[src/aic_pkg.sv]
// Package for the local interrupt and general control block.
// Assumes a single 20 MHz clock domain and a synchronous active-low reset.
package aic_pkg;

	// ==========================================================
	// Register offsets
	localparam logic [7:0] IRQ_CSR_OFS = 8'h38;
	localparam logic [7:0] GEN_CSR_OFS = 8'h3C;

	// ==========================================================
	// Interrupt register fields
	localparam int IRQ_SUM_BIT     = 23;
	localparam int IRQ_ABORT_BIT   = 21;
	localparam int IRQ_SELF_BIT    = 20;
	localparam int IRQ_RDONE_BIT   = 19;
	localparam int IRQ_WDONE_BIT   = 18;
	localparam int IRQ_OMB_BIT     = 17;
	localparam int IRQ_IMB_BIT     = 16;
	localparam int IRQ_RDONE_EN    = 15;
	localparam int IRQ_WDONE_EN    = 14;
	localparam int IRQ_OMB_EN      = 12;
	localparam int IRQ_OMB_BOX_LO  = 10;
	localparam int IRQ_OMB_BYTE_LO = 8;
	localparam int IRQ_IMB_EN      = 4;
	localparam int IRQ_IMB_BOX_LO  = 2;
	localparam int IRQ_IMB_BYTE_LO = 0;
	// Writable control bits: 15,14,12,11:8,4,3:0
	localparam logic [31:0] IRQ_CTL_MASK = 32'h0000_DF1F;
	// Write-one-to-clear flags: 21:16
	localparam logic [31:0] IRQ_W1C_MASK = 32'h003F_0000;
	localparam logic [31:0] IRQ_RESET    = 32'h0000_0000;

	// ==========================================================
	// General control register fields
	localparam int GEN_GO_BIT      = 31;
	localparam int GEN_OPH_BIT     = 30;
	localparam int GEN_OPL_BIT     = 29;
	localparam int GEN_TCE_BIT     = 28;
	localparam int GEN_MBRST_BIT   = 27;
	localparam int GEN_PORT_LO     = 16;
	localparam logic [31:0] GEN_RESET_PCI_MASTER   = 32'h0000_00F4;
	localparam logic [31:0] GEN_RESET_LOCAL_MASTER = 32'h0000_0034;

	// Non-volatile memory operation codes (op_high, op_low)
	typedef enum logic [1:0] {
		AIC_NV_LOAD_LO = 2'h0,
		AIC_NV_LOAD_HI = 2'h1,
		AIC_NV_WRITE   = 2'h2,
		AIC_NV_READ    = 2'h3
	} aic_nv_op_t;

	// Memory-side request towards the external byte memory
	typedef struct packed {
		logic        req;
		logic        write;
		logic [15:0] addr;
		logic [7:0]  wdata;
	} aic_nv_req_t;

	// Interrupt events; field order follows flag bits 21 down to 16
	typedef struct packed {
		logic abort;
		logic self_test;
		logic rd_count_zero;
		logic wr_count_zero;
		logic omb_read;
		logic imb_write;
	} aic_irq_evt_t;

endpackage : aic_pkg

[src/aic_core.sv]
// Local-side interrupt control/status and general control register.
// Assumes bridge events arrive as one-cycle pulses on ref_clk_i; local bus is synchronous.
`timescale 1ns/1ns
module aic_core (
	input  wire logic                 ref_clk_i,
	input  wire logic                 rst_n_i,
	// Mode strap: high for PCI-initiated bus mastering
	input  wire logic                 pci_master_mode_i,
	// Local register bus
	input  wire logic [7:0]           addr_i,
	input  wire logic                 wr_i,
	input  wire logic                 rd_i,
	input  wire logic [3:0]           be_i,
	input  wire logic [31:0]          wdata_i,
	output logic [31:0]               rdata_o,
	// Bridge events, one-cycle pulses
	input  wire logic                 abort_i,
	input  wire logic                 self_test_i,
	input  wire logic                 rd_count_zero_i,
	input  wire logic                 wr_count_zero_i,
	input  wire logic [15:0]          omb_read_i,
	input  wire logic [15:0]          imb_write_i,
	// Other status the bridge shows in the general register
	input  wire logic [3:0]           self_test_code_i,
	input  wire logic [7:0]           fifo_status_i,
	// Outputs to the bridge and add-on; memory request out, answer in
	output logic                      irq_o,
	output logic                      mbox_reset_o,
	output logic                      fifo_in_reset_o,
	output logic                      fifo_out_reset_o,
	output logic                      count_enable_o,
	output aic_pkg::aic_nv_req_t      nv_req_o,
	input  wire logic                 nv_done_i,
	input  wire logic [7:0]           nv_rdata_i
);

	logic [15:0] ctl_q;
	logic [5:0]  flags;
	logic [31:0] irq_csr;
	aic_pkg::aic_irq_evt_t evt;
	logic        tce_q;
	logic        mode_seen_q;
	logic        mbox_reset_q;
	logic        fin_reset_q;
	logic        fout_reset_q;
	logic [31:0] wmask;
	logic        irq_wr;
	logic        gen_wr;
	logic        omb_hit;
	logic        imb_hit;
	logic [5:0]  flag_set;
	logic [5:0]  flag_clr;
	logic        nv_busy;
	logic [7:0]  nv_rdata;
	logic [31:0] gen_view;

	// ==========================================================
	// Bus decode
	// Byte enables expand to a bit mask so partial writes stay local
	assign wmask  = {{8{be_i[3]}}, {8{be_i[2]}}, {8{be_i[1]}}, {8{be_i[0]}}};
	assign irq_wr = wr_i && (addr_i == aic_pkg::IRQ_CSR_OFS);
	assign gen_wr = wr_i && (addr_i == aic_pkg::GEN_CSR_OFS);

	// ==========================================================
	// Mailbox source selection
	// Pulse lines are packed box*4+byte, so the two select fields
	// concatenate straight into an index; only one byte can arm a flag.
	// outgoing box select
	assign omb_hit = omb_read_i[{ctl_q[aic_pkg::IRQ_OMB_BOX_LO +: 2],
		ctl_q[aic_pkg::IRQ_OMB_BYTE_LO +: 2]}];
	assign imb_hit = imb_write_i[{ctl_q[aic_pkg::IRQ_IMB_BOX_LO +: 2],
		ctl_q[aic_pkg::IRQ_IMB_BYTE_LO +: 2]}];

	// ==========================================================
	// Event gathering
	// Bridge pulses and mailbox matches travel together in one struct
	// whose field order follows the flag bits 21 down to 16.
	// abort event
	assign evt.abort         = abort_i;
	assign evt.self_test     = self_test_i;
	assign evt.rd_count_zero = rd_count_zero_i;
	assign evt.wr_count_zero = wr_count_zero_i;
	assign evt.omb_read      = omb_hit;
	assign evt.imb_write     = imb_hit;
	assign flag_set          = evt;
	// only ones clear
	// A clear needs byte lane 2; with that lane off every flag is left alone
	assign flag_clr = irq_wr ? (wdata_i[aic_pkg::IRQ_IMB_BIT +: 6] & wmask[aic_pkg::IRQ_IMB_BIT +: 6])
		: 6'h00;

	// ==========================================================
	// Interrupt flags, one flop per flag bit
	// A set in the same cycle as a clear wins, so an event that lands on
	// the acknowledge write is never lost; software sees it on its next read.
	for (genvar f = 0; f < $bits(flag_set); f++) begin : g_flag
		logic hold_q;
		always_ff @(posedge ref_clk_i) begin
			if (!rst_n_i) begin
				hold_q <= 1'b0;
			end else if (flag_set[f]) begin
				hold_q <= 1'b1;
			end else if (flag_clr[f]) begin
				hold_q <= 1'b0;
			end
		end
		assign flags[f] = hold_q;
	end

	// Control fields; reserved bits are never stored, so they cannot read back
	// reserved bits masked
	always_ff @(posedge ref_clk_i) begin
		if (!rst_n_i) begin
			ctl_q <= aic_pkg::IRQ_RESET[15:0];
		end else if (irq_wr) begin
			ctl_q <= (ctl_q & ~(wmask[15:0] & aic_pkg::IRQ_CTL_MASK[15:0]))
				| (wdata_i[15:0] & wmask[15:0] & aic_pkg::IRQ_CTL_MASK[15:0]);
		end
	end

	// Register image; summary and reserved bits are wiring only
	always_comb begin
		irq_csr                            = 32'h0000_0000;
		irq_csr[15:0]                      = ctl_q;
		irq_csr[aic_pkg::IRQ_IMB_BIT +: 6] = flags;
		irq_csr[aic_pkg::IRQ_SUM_BIT]      = |flags;
	end

	// ==========================================================
	// Interrupt output
	// level while enabled flag set
	// incoming enable
	// Abort and self test have no enable bit, so they always interrupt
	always_ff @(posedge ref_clk_i) begin
		if (!rst_n_i) begin
			irq_o <= 1'b0;
		end else begin
			irq_o <= irq_csr[aic_pkg::IRQ_ABORT_BIT]
				| irq_csr[aic_pkg::IRQ_SELF_BIT]
				| (irq_csr[aic_pkg::IRQ_RDONE_BIT] & irq_csr[aic_pkg::IRQ_RDONE_EN])
				| (irq_csr[aic_pkg::IRQ_WDONE_BIT] & irq_csr[aic_pkg::IRQ_WDONE_EN])
				| (irq_csr[aic_pkg::IRQ_OMB_BIT] & irq_csr[aic_pkg::IRQ_OMB_EN])
				| (irq_csr[aic_pkg::IRQ_IMB_BIT] & irq_csr[aic_pkg::IRQ_IMB_EN]);
		end
	end

	// ==========================================================
	// General control register
	// mode-dependent reset value; the strap is sampled at the first edge after release
	always_ff @(posedge ref_clk_i) begin
		if (!rst_n_i) begin
			tce_q       <= 1'b0;
			mode_seen_q <= 1'b0;
		end else begin
			mode_seen_q <= 1'b1;
			if (gen_wr && be_i[3]) begin
				tce_q <= wdata_i[aic_pkg::GEN_TCE_BIT];
			end
		end
	end
	assign count_enable_o = tce_q;

	// Self-clearing reset pulses, one cycle wide
	// mailbox reset pulse
	always_ff @(posedge ref_clk_i) begin
		if (!rst_n_i) begin
			mbox_reset_q <= 1'b0;
			fin_reset_q  <= 1'b0;
			fout_reset_q <= 1'b0;
		end else begin
			mbox_reset_q <= gen_wr && be_i[3] && wdata_i[aic_pkg::GEN_MBRST_BIT];
			fin_reset_q  <= gen_wr && be_i[3] && wdata_i[aic_pkg::GEN_MBRST_BIT - 1];
			fout_reset_q <= gen_wr && be_i[3] && wdata_i[aic_pkg::GEN_MBRST_BIT - 2];
		end
	end
	assign mbox_reset_o     = mbox_reset_q;
	assign fifo_in_reset_o  = fin_reset_q;
	assign fifo_out_reset_o = fout_reset_q;

	// ==========================================================
	// Non-volatile memory access
	// go bit starts access
	aic_nv_seq u_nv_seq (
		.ref_clk_i  (ref_clk_i),
		.rst_n_i    (rst_n_i),
		.start_i    (gen_wr && be_i[3] && be_i[2] && wdata_i[aic_pkg::GEN_GO_BIT] && !nv_busy),
		.op_i       (wdata_i[aic_pkg::GEN_OPL_BIT +: 2]),
		.port_i     (wdata_i[aic_pkg::GEN_PORT_LO +: 8]),
		.busy_o     (nv_busy),
		.rdata_o    (nv_rdata),
		.nv_req_o   (nv_req_o),
		.nv_done_i  (nv_done_i),
		.nv_rdata_i (nv_rdata_i)
	);

	// Read view of the general register; pulse bits read zero.
	// Bits 7:0 show FIFO status; reset images F4h/34h differ in bits 7:6 by mode.
	always_comb begin
		gen_view                                  = 32'h0000_0000;
		gen_view[aic_pkg::GEN_GO_BIT]             = nv_busy;
		gen_view[aic_pkg::GEN_TCE_BIT]            = tce_q;
		gen_view[aic_pkg::GEN_PORT_LO +: 8]       = nv_rdata;
		gen_view[15:12]                           = self_test_code_i;
		gen_view[7:0]                             = fifo_status_i;
		if (!mode_seen_q) begin
			gen_view[7:0] = pci_master_mode_i ? aic_pkg::GEN_RESET_PCI_MASTER[7:0]
				: aic_pkg::GEN_RESET_LOCAL_MASTER[7:0];
		end
	end

	// ==========================================================
	// Read data, registered; unmapped offsets read zero
	// Registered so the local bus always sees a clean flop output
	always_ff @(posedge ref_clk_i) begin
		if (!rst_n_i) begin
			rdata_o <= 32'h0000_0000;
		end else if (rd_i) begin
			unique case (addr_i)
				aic_pkg::IRQ_CSR_OFS: begin
					rdata_o <= irq_csr;
				end
				aic_pkg::GEN_CSR_OFS: rdata_o <= gen_view;
				default:              rdata_o <= 32'h0000_0000;
			endcase
		end
	end

endmodule // aic_core

[src/aic_nv_seq.sv]
// Sequencer for byte-wide accesses to the external non-volatile memory.
// Assumes the memory answers each request with a one-cycle done pulse.
`timescale 1ns/1ns
module aic_nv_seq (
	input  wire logic                 ref_clk_i,
	input  wire logic                 rst_n_i,
	input  wire logic                 start_i,
	input  wire logic [1:0]           op_i,
	input  wire logic [7:0]           port_i,
	output logic                      busy_o,
	output logic [7:0]                rdata_o,
	output aic_pkg::aic_nv_req_t      nv_req_o,
	input  wire logic                 nv_done_i,
	input  wire logic [7:0]           nv_rdata_i
);

	typedef enum logic [0:0] {AIC_IDLE, AIC_WAIT} aic_seq_state_t;
	aic_seq_state_t state_q;
	logic [15:0]    addr_q;
	logic [7:0]     wdata_q;
	logic           write_q;

	// ==========================================================
	// Command decode and memory handshake
	// decode access op
	always_ff @(posedge ref_clk_i) begin
		if (!rst_n_i) begin
			state_q <= AIC_IDLE;
			addr_q  <= 16'h0000;
			wdata_q <= 8'h00;
			write_q <= 1'b0;
			rdata_o <= 8'h00;
		end else begin
			unique case (state_q)
				AIC_IDLE: begin
					if (start_i) begin
						unique case (aic_pkg::aic_nv_op_t'(op_i))
							aic_pkg::AIC_NV_LOAD_LO: addr_q[7:0]  <= port_i;
							aic_pkg::AIC_NV_LOAD_HI: addr_q[15:8] <= port_i;
							aic_pkg::AIC_NV_WRITE: begin
								wdata_q <= port_i;
								write_q <= 1'b1;
								state_q <= AIC_WAIT;
							end
							aic_pkg::AIC_NV_READ: begin
								write_q <= 1'b0;
								state_q <= AIC_WAIT;
							end
						endcase
					end
				end
				AIC_WAIT: begin
					if (nv_done_i) begin
						state_q <= AIC_IDLE;
						if (!write_q) begin
							rdata_o <= nv_rdata_i;
						end
					end
				end
			endcase
		end
	end

	// Address loads finish at once; only memory cycles hold busy
	assign busy_o         = (state_q == AIC_WAIT);
	assign nv_req_o.req   = (state_q == AIC_WAIT);
	assign nv_req_o.write = write_q;
	assign nv_req_o.addr  = addr_q;
	assign nv_req_o.wdata = wdata_q;

endmodule // aic_nv_seq

[config.mk]
export PLATFORM = sky130hd
export DESIGN_NAME = aic_core
export DESIGN_NICKNAME = d
export VERILOG_FILES = /design/src/aic_pkg.sv /design/src/aic_core.sv /design/src/aic_nv_seq.sv
export SDC_FILE = /design/constraint.sdc
export NUM_CORES = 1
export LEC_CHECK = 0
export ABC_AREA = 1
export BUFFER_PORTS_ARGS = -buffer_cell sky130_fd_sc_hd__buf_2
export CAP_MARGIN = 15
export CORE_UTILIZATION = 49
export CTS_CLUSTER_SIZE = 30
export DETAILED_ROUTE_END_ITERATION = 10
export PLACE_DENSITY_LB_ADDON = 0.05
export SYNTH_ARGS = -nofsm -noshare
export SYNTH_HDL_FRONTEND = slang
export SYNTH_SLANG_ARGS = --single-unit
[constraint.sdc]
create_clock -name ref_clk_i -period 1.4 [get_ports ref_clk_i]
set_input_delay 0.28 -clock ref_clk_i [delete_from_list [all_inputs] [get_ports ref_clk_i]]
set_output_delay 0.28 -clock ref_clk_i [all_outputs]
set_load 0.02 [all_outputs]
======== Yosys cells after proc, flatten, opt, wreduce, memory -nomap -nowiden ========
Cells that the tools add are included.
cells by class
  magnitude comparators ................... 2
  equality and inequality tests ........... 5
  muxes and demuxes ....................... 26
  bitwise operators ....................... 16
  reductions and logical operators ........ 25
operator list
  cell                                                        count
  case mux 32 bit (2 select lines)                            1
  bitwise AND 16 bit                                          2
  two-way mux 1 bit                                           18
  == test 8 x 6 -> 1 bit, second input constant               2
  two-way mux 8 bit                                           2
  inverter 16 bit                                             1
  OR 16 bit                                                   1
  AND reduction 3 bit                                         5
  nonzero test 2 bit                                          7
  less-than comparator 4 x 5 -> 1 bit, second input constant  2
  logical AND 1 bit                                           9
  binary-select mux 1 bit (select 4 bit)                      2
  bitwise AND 6 bit                                           1
  two-way mux 6 bit                                           1
  OR reduction 6 bit                                          1
  OR 1 bit                                                    5
  bitwise AND 1 bit                                           4
  == test 2 bit, second input constant                        2
  case mux 1 bit (2 select lines)                             2
  == test 2 x 1 -> 1 bit, second input constant               1
  zero test 2 bit                                             1
  inverter 1 bit                                              2
  OR reduction 2 bit                                          1
  zero test 1 bit                                             1
word-level totals
  register bits after elaboration ......... 94
  input bits .............................. 106
  logic and storage cells ................. 94

======== Depth between registers and ports, before layout ========
  word-level depth ........................ 8
  depth in mapped cells ................... 10
  gate-level depth less buffers ........... 9

======== Hierarchy ========
From an unflattened synthesis, not the netlist that was laid out.
second synthesis, totals
  cell total of the unflattened synthesis .. 632
  area, all modules ....................... 4160.2 um^2
modules (own cells, without submodules)
  module      times used  cells each  area each (um^2)  sequential area each (um^2)
  aic_core    1           422         2705.1            1001.0
  aic_nv_seq  1           210         1455.1            680.7

======== Least setup slack after synthesis ========
Ideal clock, no wire load.
  kind .................................... input port to flip-flop
  start point ............................. input port addr_i[7]
  end point ............................... register u_nv_seq.addr_q[0]
  library setup time ...................... 0.110 ns
  arrival ................................. 1.188 ns
  setup slack ............................. 0.102 ns
  stages on the path ...................... 10
  path buffers ............................ 2
  cells stage by stage .................... nor2_1 -> nand3_1 -> inv_2 -> nand2_1 -> nor2_2 -> buf_6 -> buf_4 -> nand4_1 -> nand2_1 -> nor2_1
between the ends
  cells in the longest elaborated chain, start to end .. 7
ends and longest elaborated chain
  item                             line              text
  start, declared                  aic_core.sv:10    input wire logic [7:0] addr_i,
  == test 8 x 6 -> 1 bit           aic_core.sv:62    assign gen_wr = wr_i && (addr_i == aic_pkg::GEN_CSR_OFS);
  logical AND 1 bit                aic_core.sv:62
  logical AND 1 bit (4 in series)  aic_core.sv:185   .start_i (gen_wr && be_i[3] && be_i[2] && wdata_i[aic_pkg::GEN_GO_BIT] && !nv_busy),
  AND reduction 3 bit (no line)    --
  end signal, assigned             aic_nv_seq.sv:38  aic_pkg::AIC_NV_LOAD_LO: addr_q[7:0] <= port_i;
  end, declared                    aic_nv_seq.sv:19  logic [15:0] addr_q;
Every way passes these cells.
A chain may end at the register's enable or synchronous reset.

======== Worst setup path after layout ========
  start point ............................. register u_nv_seq.state_q (netlist: u_nv_seq.busy_o)
  end point ............................... register u_nv_seq.wdata_q[2]
between the ends
  cells in the longest elaborated chain, start to end .. 3
ends and longest elaborated chain
  item                             line              text
  start, declared                  aic_nv_seq.sv:18  aic_seq_state_t state_q;
  start signal, assigned           aic_nv_seq.sv:28  state_q <= AIC_IDLE;
  start signal, assigned           aic_nv_seq.sv:43  state_q <= AIC_WAIT;
  start signal, assigned           aic_nv_seq.sv:47  state_q <= AIC_WAIT;
  zero test 1 bit                  aic_core.sv:185
  logical AND 1 bit                aic_core.sv:185
  AND reduction 3 bit (no line) *  --
  end signal, assigned             aic_nv_seq.sv:41  wdata_q <= port_i;
  end, declared                    aic_nv_seq.sv:20  logic [7:0] wdata_q;
Every way passes the cells marked *; elsewhere a longest branch is shown, timed or not.

==> results.py <==
metrics = {
    "status": {
        "outcome": "complete, no violations",
    },
    "global_route": {
        "grt_first_pass_wirelength_mm": 17.9,
        "overflow": 0,
        "antenna_found_initial": 0,
        "grt_usage_pct": 25.6,
        "grt_pass1_vias": 4085,
        "grt_max_degree": 44,
    },
    "power_and_ir_drop": {
        "p_leak_nw": 2.89,
        "p_per_area_mw_per_mm2": 902,
        "vdd_ir_drop_max_mv": 0.683,
    },
    "yosys": {
        "synth_top_area_cell": "dfxtp_1",
        "syn_area_mm2": 0.00414,
        "yosysTopAreaCellShare_pct": 40.6,
        "ys_seq_area_share_pct": 40.6,
        "ys_types": 27,
        "synth-seq-cells": 84,
        "synth_cells": 640,
        "synthTopCellsByArea": "dfxtp_1, nand2_1, inv_1",
        "synth_warnings": 0,
        "synth_area_per_cell_um2": 6.47,
    },
    "floorplan": {
        "rows": 33,
        "die_area_mm2": 0.00883,
        "die_x_um": 94.0,
        "core_mm2": 0.00822,
        "die_h_um": 94.0,
        "initial_utilization_pct": 50.4,
        "io_pins": 169,
    },
    "setup_path": {
        "end_kind": "flip-flop",
        "path_cells": "inv_1, and3_2, buf_12, nand3_4, nand2_1, inv_1, nor2_1",
        "critPathSlowestCell": "dfxtp_1",
        "critPathMaxStageDelay_ns": 0.32,
        "start_kind": "flip-flop",
        "cp.arrival_ns": 1.57,
        "critical_path_class": "flip-flop to flip-flop",
        "required_ns": 1.69,
        "crit_top_cell": "inv_1",
        "crit_fanout": 26,
    },
    "detailed_routing": {
        "wl_per_cell_um": 11.6,
        "first_pass_iters": 5,
        "vias": 4384,
        "vias_per_cell": 4.79,
        "ant_nets": 0,
        "first_iter_violations": 145,
        "route.detailed.drc": 0,
        "wl_mm": 10.6,
    },
    "finish": {
        "antenna_cells": 0,
        "final_common_cell": "buf_2",
        "final_cells": 916,
        "drive_gt1_share_pct": 26.5,
        "syn2layout_area_growth_pct": 29.7,
        "nNetsFinal": 912,
        "final_cell_mix": "buf_2, nand2_1, inv_1",
        "fin_util_pct": 65.4,
    },
    "clocking": {
        "cts_hold_buf": 0,
        "cts.sinks": 84,
        "htreeDepth": 3,
        "clkTransAtPathRegs_ns": 0.09,
        "clk_latency_ns": 0.36,
        "numCtsBuffers": 9,
        "clock_path_buffers": 2,
        "cts_tree": "yes",
        "clock-root-buffer": "clkbuf_8",
    },
    "sta": {
        "skew_ns": 0.0122,
        "max_freq_mhz": 785,
        "hold_viol": 0,
        "rsz0062_at_grt": "no",
        "setup-violations-final": 0,
        "final.setup.tns_ns": 0,
        "period_needed_ns": 1.27,
        "timing.hold.ws_ns": 0.129,
        "fin_crit_sh_pct": 91.0,
        "drv_slew": 0,
    },
    "run": {
        "maxCapViolCount": 0,
    },
    "place": {
        "dp_hpwl_mm": 8.03,
        "dp_cells": 900,
        "portBuffers": 157,
        "gp_congestion": 0.865,
    },
    "hold_path": {
        "hold_path_class": "primary input to flip-flop",
    },
}
## metrics by stage
stage / setup slack (ns) / area, um^2 / power (mW)
after floorplan: 0.102 / 4160 / 2.82
final: 0.126 / 5380 / 4.85
after detailed placement: -0.210 / 5150 / 3.08
after CTS: 0.0827 / 5360 / 4.88
after global placement: -0.126 / 5150 / 3.07
after global routing: 0.0242 / 5380 / 5.03
## metal layers
metal | routed length (um) | share of wire [%] | GRT usage (%) | up-vias
met2 | 5090 | 48 | 44.0 | 130
met4 | 126 | 1.2 | 6.03 | 0
met3 | 696 | 6.6 | 6.07 | 8
met5 | 0 | 0 | 0 | -
met1 | 4700 | 44 | 32.2 | 1947
li1 | - | - | - | 2299
## final cells by class
| cell class | count | area (um^2) |
|---|---|---|
| Clock buffer | 10 | 138 |
| Sequential cell | 84 | 1680 |
| Multi-Input combinational cell | 406 | 1840 |
| Timing Repair Buffer | 187 | 1060 |
| Clock inverter | 6 | 71.3 |
| Inverter | 118 | 443 |
| Tap cell | 105 | 131 |
| Fill cell | 811 | 2840 |
## worst paths after layout
check,startpoint,cells after the start,slack (ns),end
setup / recovery,u_nv_seq.busy_o,7,0.13,u_nv_seq.wdata_q[2]
hold / removal,wdata_i[25],3,0.13,fifo_out_reset_o
setup reg to reg,u_nv_seq.busy_o,7,0.13,u_nv_seq.wdata_q[2]
hold reg to reg,u_nv_seq.rdata_o[7],2,0.46,u_nv_seq.rdata_o[7]
## where the power goes
group	internal, mW	switching [mW]	leakage (nW)
registers	2.44	0.0307	0.684
logic	0.235	0.321	2.11
clock network	0.885	0.940	0.0991
total	3.56	1.29	2.89
## critical path: cells and delay by family (launching register included)
| family | cells | cell delay [ns] |
|---|---|---|
| buf+inv | 3 | 0.32 |
| simple gates | 4 | 0.57 |
| flops | 1 | 0.32 |
## cells by family after synthesis
group,after synthesis,synth area share [%]
and+or+nand+nor,328,34.5
other,1,0.0905
buffers and inverters,155,15.5
DFF,84,40.6
AOI/OAI and AO/OA,72,9.33
## repair_timing
| action | CTS | global route |
|---|---|---|
| endpoints found under the setup margin | 0 | 14 |
| gates resized for setup | 0 | 4 |
| buffers inserted | 0 | 0 |
## Yosys cell counts (all sizes together)
cell	instances
nand3	45
clkinv	1
a21oi	21
conb	1
and3	1
a31oi	1
or2	1
nand2	157
clkbuf	16
nor3	14
nand4	25
o21ai	40
inv	117
nor2	83
a21o	1
o211ai	9
dfxtp	84
buf	21
nand3b	2
Note: power is estimated with default switching activity, not from simulation.
